File: src/timer16_pkg.sv
/*
 package for the 16-bit timer control block: register offsets, control field
 positions, reset values, modes and the packed state carrier.
 assumes a 32-bit classic wishbone slave port with word-aligned registers.
*/
package timer16_pkg;
   // register byte offsets
   localparam logic [7:0] ctrl_two_off = 8'h00;
   localparam logic [7:0] ctrl_one_off = 8'h04;
   localparam logic [7:0] status_off = 8'h08;
   localparam logic [7:0] cap_one_off = 8'h0c;
   localparam logic [7:0] cap_two_off = 8'h10;
   localparam logic [7:0] cmp_one_off = 8'h14;
   localparam logic [7:0] cmp_two_off = 8'h18;
   localparam logic [7:0] count_off = 8'h1c;
   // control one fields
   localparam int capture_irq_enable_b = 7;
   localparam int compare_irq_enable_b = 6;
   localparam int overflow_irq_enable_b = 5;
   localparam int force_out_two_b = 4;
   localparam int force_out_one_b = 3;
   localparam int out_level_two_b = 2;
   localparam int cap_one_edge_sel_b = 1;
   localparam int out_level_one_b = 0;
   // control two fields
   localparam int cmp_one_pin_en_b = 7;
   localparam int cmp_two_pin_en_b = 6;
   localparam int single_pulse_mode_b = 5;
   localparam int pwm_mode_b = 4;
   localparam int clock_select_hi_b = 3;
   localparam int clock_select_lo_b = 2;
   localparam int cap_two_edge_sel_b = 1;
   localparam int ext_clk_edge_sel_b = 0;
   // status fields (write one to clear)
   localparam int cap_one_flag_b = 7;
   localparam int cmp_one_flag_b = 6;
   localparam int overflow_flag_b = 5;
   localparam int cap_two_flag_b = 4;
   localparam int cmp_two_flag_b = 3;
   // reset values and clock choices
   localparam logic [7:0] ctrl_reset = 8'h00;
   localparam logic [15:0] count_reset = 16'hfffc;
   localparam logic [15:0] cmp_reset = 16'h8000;
   localparam logic [1:0] clk_div4 = 2'h0;
   localparam logic [1:0] clk_div2 = 2'h1;
   localparam logic [1:0] clk_div8 = 2'h2;
   localparam logic [1:0] clk_ext = 2'h3;
   localparam logic [2:0] div2_mask = 3'h1;
   localparam logic [2:0] div4_mask = 3'h3;
   localparam logic [2:0] div8_mask = 3'h7;

   typedef enum logic [1:0] {mode_free, mode_pulse, mode_pwm} mode_t;

   typedef struct packed {
      logic [7:0] ctrl_one;
      logic [7:0] ctrl_two;
      logic [4:0] flags;   // cap1, cmp1, ovf, cap2, cmp2
      logic [15:0] count;
      logic [15:0] cap_one;
      logic [15:0] cap_two;
      logic [15:0] cmp_one;
      logic [15:0] cmp_two;
      logic [2:0] presc;
      logic [1:0] cap_sync1;
      logic [1:0] cap_sync2;
      logic [1:0] cap_last;
      logic ext_sync1;
      logic ext_sync2;
      logic ext_last;
      logic [1:0] armed;
      logic halted;
      logic out_one;
      logic out_two;
      logic ack;
      logic [31:0] rdata;
   } state_t;

   typedef struct packed {
      logic out_one;
      logic out_one_oe;
      logic out_two;
      logic out_two_oe;
   } pins_t;
endpackage

File: src/timer16_ctrl.sv
/*
 16-bit free-running timer with two captures, two compares, single pulse and
 pwm modes, prescaler or external clock, halt freeze and one interrupt.
 assumes a classic wishbone master on clk_i, pins asynchronous to clk_i.
*/
// Chosen here: the register addresses and the Wishbone slave port.
`timescale 1ns/100ps
`default_nettype none
module timer16_ctrl #(
   parameter bit has_ext_clk = 1'b1
) (
   // system
   input wire logic clk_i,
   input wire logic rst_i,
   // wishbone slave
   input wire logic cyc_i,
   input wire logic stb_i,
   input wire logic we_i,
   input wire logic [7:0] adr_i,
   input wire logic [3:0] sel_i,
   input wire logic [31:0] dat_i,
   output logic [31:0] dat_o,
   output logic ack_o,
   // power and cpu
   input wire logic halt_i,
   input wire logic global_mask_i,
   output logic irq_o,
   output logic wake_o,
   // pins
   input wire logic capture_in_one_i,
   input wire logic capture_in_two_i,
   input wire logic ext_timer_clock_pin_i,
   output timer16_pkg::pins_t pins_o
);
   import timer16_pkg::*;

   state_t s_r;
   state_t s_nxt;
   mode_t mode;
   logic [7:0] c1;
   logic [7:0] c2;
   logic tick;
   logic ext_edge;
   logic [1:0] cap_edge;
   logic [1:0] cap_fire;
   logic m1;
   logic m2;
   logic req;
   logic wr;
   logic rd;
   logic [4:0] ev;
   logic [4:0] fset;

   assign c1 = s_r.ctrl_one;
   assign c2 = s_r.ctrl_two;

   // pwm wins over single pulse
   always_comb begin
      if (c2[pwm_mode_b])
         mode = mode_pwm;
      else if (c2[single_pulse_mode_b])
         mode = mode_pulse;
      else
         mode = mode_free;
   end

   // edge detection after the two-stage synchronisers
   assign ext_edge = c2[ext_clk_edge_sel_b] ? (s_r.ext_sync2 & ~s_r.ext_last)
                     : (~s_r.ext_sync2 & s_r.ext_last);
   assign cap_edge[0] = c1[cap_one_edge_sel_b] ? (s_r.cap_sync2[0] & ~s_r.cap_last[0])
                        : (~s_r.cap_sync2[0] & s_r.cap_last[0]);
   assign cap_edge[1] = c2[cap_two_edge_sel_b] ? (s_r.cap_sync2[1] & ~s_r.cap_last[1])
                        : (~s_r.cap_sync2[1] & s_r.cap_last[1]);

   // timer tick from prescaler or external pin
   always_comb begin
      case (c2[clock_select_hi_b:clock_select_lo_b])
         clk_div4: tick = (s_r.presc & div4_mask) == div4_mask;
         clk_div2: tick = (s_r.presc & div2_mask) == div2_mask;
         clk_div8: tick = (s_r.presc & div8_mask) == div8_mask;
         clk_ext: tick = has_ext_clk & ext_edge;
         default: tick = 1'b0;
      endcase
   end

   assign m1 = s_r.count == s_r.cmp_one;
   assign m2 = s_r.count == s_r.cmp_two;

   // capture inputs: pin one is owned by pulse/pwm modes
   assign cap_fire[0] = cap_edge[0] & (mode == mode_free);
   assign cap_fire[1] = cap_edge[1];

   // bus decode: single-cycle answer, ack drops after one cycle
   assign req = cyc_i & stb_i & ~s_r.ack;
   // a write lands on the edge where the master sees ack high
   assign wr = cyc_i & stb_i & s_r.ack & we_i & sel_i[0];
   assign rd = req & ~we_i;

   // interrupt and wake request
   assign ev = s_r.flags & {c1[capture_irq_enable_b], c1[compare_irq_enable_b],
                            c1[overflow_irq_enable_b], c1[capture_irq_enable_b],
                            c1[compare_irq_enable_b]};
   assign irq_o = (|ev) & ~global_mask_i;
   assign wake_o = irq_o;

   assign dat_o = s_r.rdata;
   assign ack_o = s_r.ack;
   assign pins_o.out_one = s_r.out_one;
   assign pins_o.out_two = s_r.out_two;
   assign pins_o.out_one_oe = c2[cmp_one_pin_en_b];
   assign pins_o.out_two_oe = c2[cmp_two_pin_en_b];

   // next-state logic for the whole block
   always_comb begin
      s_nxt = s_r;
      // collect only this cycle's hardware flag events here
      s_nxt.flags = 5'h0;
      s_nxt.ack = req;
      // synchronisers always run
      s_nxt.cap_sync1 = {capture_in_two_i, capture_in_one_i};
      s_nxt.cap_sync2 = s_r.cap_sync1;
      s_nxt.cap_last = s_r.cap_sync2;
      s_nxt.ext_sync1 = ext_timer_clock_pin_i;
      s_nxt.ext_sync2 = s_r.ext_sync1;
      s_nxt.ext_last = s_r.ext_sync2;
      s_nxt.halted = halt_i;
      if (halt_i) begin
         // frozen; remember selected capture edges
         if (cap_fire[0])
            s_nxt.armed[0] = 1'b1;
         if (cap_fire[1])
            s_nxt.armed[1] = 1'b1;
      end else begin
         // counter and prescaler, wait mode runs unchanged
         s_nxt.presc = s_r.presc + 3'h1;
         if (tick) begin
            s_nxt.count = s_r.count + 16'h0001;
            if (s_r.count == 16'hffff)
               s_nxt.flags[overflow_flag_b - 3] = 1'b1;
         end
         // halt exit: armed captures take the held count
         if (s_r.halted) begin
            if (s_r.armed[0]) begin
               s_nxt.flags[cap_one_flag_b - 3] = 1'b1;
               s_nxt.cap_one = s_r.count;
            end
            if (s_r.armed[1]) begin
               s_nxt.flags[cap_two_flag_b - 3] = 1'b1;
               s_nxt.cap_two = s_r.count;
            end
            s_nxt.armed = 2'h0;
         end
         // normal captures
         if (cap_fire[0]) begin
            s_nxt.flags[cap_one_flag_b - 3] = 1'b1;
            s_nxt.cap_one = s_r.count;
         end
         if (cap_fire[1]) begin
            s_nxt.flags[cap_two_flag_b - 3] = 1'b1;
            s_nxt.cap_two = s_r.count;
         end
         // compare and waveform logic per mode
         case (mode)
            mode_pwm: begin
               if (m1)
                  s_nxt.out_one = c1[out_level_one_b];
               if (m2) begin
                  s_nxt.out_one = c1[out_level_two_b];
                  s_nxt.count = count_reset;
                  s_nxt.flags[cap_one_flag_b - 3] = 1'b1;
               end
            end
            mode_pulse: begin
               if (cap_edge[0]) begin
                  s_nxt.count = count_reset;
                  s_nxt.out_one = c1[out_level_two_b];
                  s_nxt.flags[cap_one_flag_b - 3] = 1'b1;
                  s_nxt.cap_one = count_reset + 16'h0001;
               end else if (m1) begin
                  s_nxt.out_one = c1[out_level_one_b];
               end
               if (m2)
                  s_nxt.flags[cmp_two_flag_b - 3] = 1'b1;
            end
            default: begin
               if (m1) begin
                  s_nxt.flags[cmp_one_flag_b - 3] = 1'b1;
                  s_nxt.out_one = c1[out_level_one_b];
               end
               if (m2) begin
                  s_nxt.flags[cmp_two_flag_b - 3] = 1'b1;
                  s_nxt.out_two = c1[out_level_two_b];
               end
               if (c1[force_out_one_b])
                  s_nxt.out_one = c1[out_level_one_b];
               if (c1[force_out_two_b])
                  s_nxt.out_two = c1[out_level_two_b];
            end
         endcase
      end
      // register writes; hardware set wins over write-one-to-clear
      fset = s_nxt.flags;
      s_nxt.flags = s_r.flags | fset;
      if (wr) begin
         case (adr_i)
            ctrl_one_off: s_nxt.ctrl_one = dat_i[7:0];
            ctrl_two_off: s_nxt.ctrl_two = dat_i[7:0];
            status_off: s_nxt.flags = (s_r.flags & ~dat_i[7:3]) | fset;
            cmp_one_off: s_nxt.cmp_one = dat_i[15:0];
            cmp_two_off: s_nxt.cmp_two = dat_i[15:0];
            count_off: s_nxt.count = count_reset;
            default: ;
         endcase
      end
      // read mux
      s_nxt.rdata = 32'h0;
      if (rd) begin
         case (adr_i)
            ctrl_one_off: s_nxt.rdata = {24'h0, c1};
            ctrl_two_off: s_nxt.rdata = {24'h0, c2};
            status_off: s_nxt.rdata = {24'h0, s_r.flags, 3'h0};
            cap_one_off: s_nxt.rdata = {16'h0, s_r.cap_one};
            cap_two_off: s_nxt.rdata = {16'h0, s_r.cap_two};
            cmp_one_off: s_nxt.rdata = {16'h0, s_r.cmp_one};
            cmp_two_off: s_nxt.rdata = {16'h0, s_r.cmp_two};
            count_off: s_nxt.rdata = {16'h0, s_r.count};
            default: s_nxt.rdata = 32'h0;
         endcase
      end
   end

   // state register with synchronous reset
   always_ff @(posedge clk_i) begin
      if (rst_i) begin
         s_r <= '0;
         s_r.ctrl_one <= ctrl_reset;
         s_r.ctrl_two <= ctrl_reset;
         s_r.count <= count_reset;
         s_r.cmp_one <= cmp_reset;
         s_r.cmp_two <= cmp_reset;
      end else begin
         s_r <= s_nxt;
      end
   end
endmodule
`default_nettype wire

File: config.mk
export PLATFORM = sky130hd
export DESIGN_NAME = timer16_ctrl
export DESIGN_NICKNAME = d
export VERILOG_FILES = /design/src/timer16_pkg.sv /design/src/timer16_ctrl.sv
export SDC_FILE = /design/constraint.sdc
export NUM_CORES = 1
export LEC_CHECK = 0
export ABC_AREA = 1
export BUFFER_PORTS_ARGS = -buffer_cell sky130_fd_sc_hd__clkbuf_2
export CAP_MARGIN = 20
export CORE_ASPECT_RATIO = 1.75
export CORE_MARGIN = 8
export CORE_UTILIZATION = 35
export DETAILED_ROUTE_END_ITERATION = 8
export GPL_ROUTABILITY_DRIVEN = 0
export GPL_TIMING_DRIVEN = 0
export PLACE_DENSITY = 0.64
export RECOVER_POWER = 25
export SYNTH_ARGS = -nofsm -noshare
export SYNTH_HDL_FRONTEND = slang
export SYNTH_SLANG_ARGS = --single-unit
export TNS_END_PERCENT = 30
File: constraint.sdc
create_clock -name clk_i -period 1.7 [get_ports clk_i]
set_input_delay 0.085 -clock clk_i [delete_from_list [all_inputs] [get_ports clk_i]]
set_output_delay 0.085 -clock clk_i [all_outputs]
set_load 0.01 [all_outputs]
==> impl_metrics.tcl, run 1 <==
set metrics [dict create \
    status "finished with violations" \
    violations "setup timing" \
    drt_pass1_iterations 6 \
    relSlewSlack_pct 47.9 \
    pre_cts_ws_ns -0.338 \
    netlist_area_sq_mm 0.00646 \
    core-area_sq_mm 0.0183 \
    diodes 0 \
    num_vias 6647 \
    nets 1115 \
    wl_met2_microns 12200 \
    drt_iter0_drc 513 \
    cts_tree "yes" \
    drv_slew 0 \
    start_util_pct 35.3 \
    synthToLayoutAreaGrowth_pct 31.3 \
    final_antenna_net_count 0 \
    clkLatencyLatePin_ns 0.43 \
    leakage_nw 3.74 \
    cp-start-kind "flip-flop" \
    power_w 0.00762 \
    r2r_start "s_r[47]" \
    worst_slack_ns -0.00584 \
    cts.htree.levels 4 \
    via_per_inst 5.08 \
    clkSinkCount 135 \
    met1_length_microns 7850 \
    hold_viol 0 \
    wl_per_cell_microns 17.9 \
    reg2regPathDepth 11 \
    syn_area_per_cell_sq_um 6.98 \
    synth_top_area_share_pct 41.8 \
    syn_inst 926 \
    reg2reg_slack_ns -0.006 \
    cp_top_family "simple AND/OR/NAND/NOR gates" \
    required_ns 2.01 \
    grt.overflow.total 0 \
    wl_microns 23400 \
    pwr_density_cell_mw_per_mm2 898 \
    cts-root-buf "clkbuf_16" \
    ys_seq_area_share_pct 41.8 \
    cp.arrival_ns 2.02 \
    path_depth 11 \
    layout-drive-gt1-share_pct 24.6 \
    crit_fanout 3 \
    yosys-top-cells-area "dfxtp_1, nand2_1, o21ai_0" \
    hold_class "input pin to flip-flop" \
    setup_viol 1 \
    drc_errors 0 \
    slowest_delay_ns 0.35 \
    synth_top_area_cell "dfxtp_1" \
    crit_chain "ha_4 -> ha_4 -> inv_2 -> nor2_2 -> a21oi_2 -> nand2_2 -> nand4_1 -> nor2_2 -> buf_4 -> xor2_1 -> nand2_1" \
    ir_worst_vdd_mv 0.677 \
    maxCapViolCount 0 \
    grt_max_degree 18 \
    design_area_sq_mm 0.00849 \
    holdWs_ns 0.00472 \
    ios 93 \
    dpl_cell_area_sq_mm 0.00710 \
    dp_hpwl_microns 17200 \
    antenna_found_initial 0 \
    tightest_slew_ns 0.781 \
    num_rows 66 \
    ys_ff_latch 135 \
    clk_path_buf_depth 2 \
    skew_ns 0.0140 \
    die_area_sq_mm 0.0232 \
    period_needed_ns 1.71 \
    path_buf_inv 2 \
    cp-end-kind "flip-flop" \
    grt_usage_pct 20.0 \
    tns_ns -0.00584 \
    synth_cell_type_count 39 \
    grt_pass1_wl_microns 35600 \
    rsz0062_at_grt "true" \
    met3WireLength_microns 1300 \
    cts_buffers 17 \
    fin_crit_sh_pct 100 \
    io_buffer_count 56 \
    slowest_stage "dfxtp_2" \
    die_y_microns 196 \
    endpoint "s_r[121]" \
    die_x_microns 119 \
    worst-setup-path-type "flip-flop to flip-flop" \
    top_layer "met4" \
    path_clk_slew_ns 0.06 \
    fmax_ghz 0.586 \
    yosysWarnings 0 \
    grt_pass1_vias 6432 \
    crit_path_start "s_r[47]" \
    r2r-end "s_r[121]" \
]
==> logic make-up after synthesis <==
family,synth area share (%)
other,0.0580
AOI/OAI and AO/OA,19.5
xor gates and xnor gates,2.71
DFF,41.8
adders and majority gates,0.581
and+or+nand+nor,21.6
buffers and inverters,13.7
==> report_power, final <==
group          internal, W  switching, W  total, W
clock              0.00253       0.00144   0.00397
combinational     0.000171      0.000261  0.000432
sequential         0.00319     0.0000308   0.00323
total              0.00590       0.00173   0.00762
==> flip-flops by register name (all words and copies together) (netlist names) <==
name and cells:
ack_o 1, c1 8, c2 8, dat_o 16, pins_o 2, s_nxt 6, s_r 94
==> stage by stage <==
stage                     util [%]  instances
after floorplan                  -        941
after global placement        38.7       1235
after detailed placement      38.7       1235
after CTS                     44.4       1291
after global routing          46.3       1308
final                         46.3       1308
==> cells in the mapped netlist (all sizes together) <==
cell type and instances:
a211oi 3, a21oi 92, a221oi 1, a22o 2
a31oi 10, a41oi 3, and2 1, buf 56
clkbuf 23, clkinv 1, conb 1, dfxtp 135
ha 3, inv 110, nand2 202, nand3 24
nand3b 1, nand4 10, nor2 86, nor3 15
nor4 2, o211ai 1, o21a 1, o21ai 104
o21bai 2, o22ai 17, xnor2 2, xor2 18
==> placed cells by master (no fill, tap or decap), types with 7 or more instances in the layout <==
| cell | n |
|---|---|
| dfxtp_4 | 10 |
| dfxtp_2 | 9 |
| clkbuf_16 | 17 |
| xor2_1 | 18 |
| clkbuf_1 | 17 |
| nor3_1 | 8 |
| buf_4 | 65 |
| nor2_1 | 71 |
| conb_1 | 16 |
| o21ai_1 | 9 |
| nand2_2 | 8 |
| nand2_1 | 192 |
| nand4_1 | 10 |
| inv_2 | 9 |
| nor2_4 | 11 |
| clkbuf_2 | 58 |
| inv_1 | 91 |
| dfxtp_1 | 116 |
| a31oi_1 | 10 |
| nand3_1 | 16 |
| buf_6 | 11 |
| buf_2 | 10 |
| nand3_2 | 7 |
| o22ai_1 | 17 |
| o21ai_0 | 92 |
| dlygate4sd3_1 | 14 |
| a21oi_1 | 90 |
==> what timing repair did <==
| action | in CTS | in global routing |
|---|---|---|
| endpoints found under the hold margin | 22 | 0 |
| gates resized for setup | 64 | 97 |
| endpoints found under the setup margin | 67 | 75 |
| buffers inserted | 11 | 18 |
| hold buffers | 14 | 0 |
| pin swaps | 9 | 32 |
| cloned | 1 | 1 |
==> per-layer routing <==
| metal | track usage, % | vias up |
|---|---|---|
| li1 | - | 3222 |
| met1 | 18.8 | 3034 |
| met2 | 36.2 | 276 |
| met3 | 4.26 | 115 |
| met4 | 17.0 | 0 |
| met5 | 0 | - |
==> worst min path at each step <==
stage                                     start        end  slack [ns]  cells past startpoint
after floorplan           ext_timer_clock_pin_i  s_nxt[39]        0.19                      2
after global placement         capture_in_one_i  s_nxt[43]        0.28                      3
after detailed placement       capture_in_two_i  s_nxt[44]        0.28                      3
after CTS                             dat_i[14]    s_r[80]        0.01                      3
after global routing                   dat_i[6]      c1[6]        0.04                      3
final                                 dat_i[14]    s_r[80]       0.005                      3
==> area by class of cell <==
cell class	count	area (sq um)
Fill cell	1878	9850
Multi-Input combinational cell	616	3160
Sequential cell	135	2750
Timing Repair Buffer	101	666
Buffer	76	513
Inverter	111	467
Clock buffer	20	457
Tap cell	238	298
Clock inverter	11	171
==> worst register-to-register path: cells and delay by family (launching register included) <==
kind,cells,cell delay (ns)
simple gates,5,0.65
flops,1,0.35
fa+ha+maj,2,0.28
buf+inv,2,0.16
xor+xnor,1,0.12
compound gates,1,0.04
Note: power is estimated with default switching activity, not from simulation.
==> inputs of run 2 (changes only) <==
==> constraint.sdc (replaced) <==
create_clock -name clk_i -period 1.7 [get_ports clk_i]
set_input_delay 0.085 -clock clk_i [delete_from_list [all_inputs] [get_ports clk_i]]
set_output_delay 0.085 -clock clk_i [all_outputs]
set_load 0.05 [all_outputs]
==> run 2 against run 1 <==
Net effect: the flow still finishes with violations (setup timing); critical path depth is the same; wire length fell by 3.3%; clock skew fell by 0.0026 ns; first-iteration DRC count grew 0.58%; count of clock-buffer cells in the layout increased by 2; via count down 0.81%; global-route usage is 0.72 points lower; flip-flop and latch count did not move; sequential share of layout area grew 0.49 points; fmax is 1.1% lower; non-clock buffer count decreased by 9.
==> impl_metrics.tcl, run 2 (synthesized netlist as in run 1, its figures left out) <==
set metrics [dict create \
    final_antenna_net_count 0 \
    cts_tree "yes" \
    min_from "dat_i[13]" \
    setup_viol 5 \
    required_ns 2.02 \
    num_rows 66 \
    leakage_nw 3.61 \
    tightest_slew_ns 0.695 \
    dp_hpwl_microns 17100 \
    dp.cells 1235 \
    io_buffer_count 56 \
    cp-start-kind "flip-flop" \
    drt_pass1_iterations 7 \
    cp.arrival_ns 2.05 \
    grt_usage_pct 19.3 \
    rsz0062_at_grt "true" \
    clkSinkCount 135 \
    drv_slew 0 \
    period_needed_ns 1.73 \
    die_y_microns 196 \
    worst-setup-path-type "flip-flop to flip-flop" \
    ir_worst_vdd_mv 0.606 \
    grt_pass1_wl_microns 34500 \
    fin_crit_sh_pct 101 \
    layout-drive-gt1-share_pct 20.5 \
    hold_class "input pin to flip-flop" \
    final_common_cell "nand2_1" \
    skew_ns 0.0114 \
    regMostFlops "s_r" \
    die_area_sq_mm 0.0232 \
    relSlewSlack_pct 53.7 \
    fmax_ghz 0.580 \
    antenna_found_initial 0 \
    via_per_inst 5.07 \
    path_clk_slew_ns 0.06 \
    r2r_start "s_r[48]" \
    mostFrequentLayoutCells "nand2_1, dfxtp_1, o21ai_0, inv_1, a21oi_1" \
    drt_iter0_drc 516 \
    grt_max_degree 17 \
    cts-root-buf "clkbuf_16" \
    ios 93 \
    synthToLayoutAreaGrowth_pct 28.3 \
    maxCapViolCount 0 \
    wl_microns 22600 \
    num_vias 6593 \
    pwr_density_cell_mw_per_mm2 927 \
    status "finished with violations" \
    diodes 0 \
    largest_register_ffs 94 \
    nets 1106 \
    die_x_microns 119 \
    pre_cts_ws_ns -0.361 \
    grt_pass1_vias 6365 \
    hold_viol 0 \
    fillCellCount 1895 \
    holdWs_ns 0.0132 \
    worst_slack_ns -0.0254 \
    cp-end-kind "flip-flop" \
    fin_cells 1300 \
    crit_path_start "s_r[48]" \
    drc_errors 0 \
    start_util_pct 35.3 \
    grt.overflow.total 0 \
    cts_buffers 17 \
    core-area_sq_mm 0.0183 \
    wl_per_cell_microns 17.4 \
    clk_path_buf_depth 2 \
    crit_fanout 3 \
    violations "setup timing" \
    clkLatencyLatePin_ns 0.42 \
    cts.htree.levels 4 \
]
==> run 2: cell types whose count changed in the layout (fill, tap and decap cells not counted), moves of 4 or more <==
cell      delta
clkbuf_1    +19
clkbuf_2    -16
buf_4        -7
o21ai_0      +7
o21ai_1      -7
dfxtp_4      -6
inv_6        -6
dfxtp_1      +5
inv_1        +5
inv_2        -4
==> run 2: repair_timing <==
| action | 4_1_cts | 5_1_grt |
|---|---|---|
| resized for setup | 61 | 48 |
| buffers inserted | 15 | 2 |
| endpoints found under the setup margin | 67 | 66 |
| endpoints found under the hold margin | 21 | 0 |
| cloned | 1 | 1 |
| pin swaps | 9 | 8 |
| hold buffers | 14 | 0 |
==> run 2: critical path, stage by stage (launching register included) <==
cell and delay [ns]:
dfxtp_2 0.35, ha_4 0.15, ha_4 0.12, inv_2 0.02, nor2_1 0.08, a21oi_1 0.05
nand2_1 0.11, nand4_1 0.24, nor2_4 0.23, nand3_2 0.08, xor2_1 0.13, nand2_1 0.06
==> run 2: layout make-up <==
class	instances	area [sq um]	share of cell area (%)
Buffer	79	532	6.41
Clock buffer	22	464	5.60
Clock inverter	10	170	2.05
Inverter	111	458	5.52
Multi-Input combinational cell	616	3100	37.4
Sequential cell	135	2730	32.9
Tap cell	238	298	3.59
Timing Repair Buffer	89	544	6.56
==> run 2: per-layer routing <==
metal | share of wire (%) | GRT usage [%] | up-vias
met4 | 7.1 | 14.6 | 0
met3 | 5.5 | 4.17 | 86
met2 | 53 | 36.1 | 267
li1 | - | - | 3202
met1 | 34 | 17.7 | 3038
met5 | 0 | 0 | -
==> run 2: worst paths after layout <==
| kind | to | slack, ns | depth (start not counted) |
|---|---|---|---|
| worst max-delay path | s_r[123] | -0.03 | 11 |
| worst min register to register | s_nxt[41] | 0.40 | 2 |
| worst min-delay path | s_r[63] | 0.01 | 3 |
| worst max register to register | s_r[123] | -0.03 | 11 |
==> run 2: stage by stage <==
stage          total power, W  util [%]  setup TNS (ns)  cell area, sq um
4_1_cts               0.00769      44.6         -0.0167              8180
3_3_place_gp          0.00373      38.8          -19.41              7110
2_1_floorplan         0.00359         -               0              6530
5_1_grt               0.00789      45.2           -3.30              8300
6_report              0.00769      45.2         -0.0810              8300
3_5_place_dp          0.00373      38.8          -19.16              7110
==> run 2: report_power, final <==
part | leakage [nW] | total (W) | internal [W] | switching (W)
Clock | 0.301 | 0.00396 | 0.00254 | 0.00142
Sequential | 1.09 | 0.00323 | 0.00320 | 0.0000302
Combinational | 2.22 | 0.000490 | 0.000167 | 0.000323
Total | 3.61 | 0.00769 | 0.00591 | 0.00178
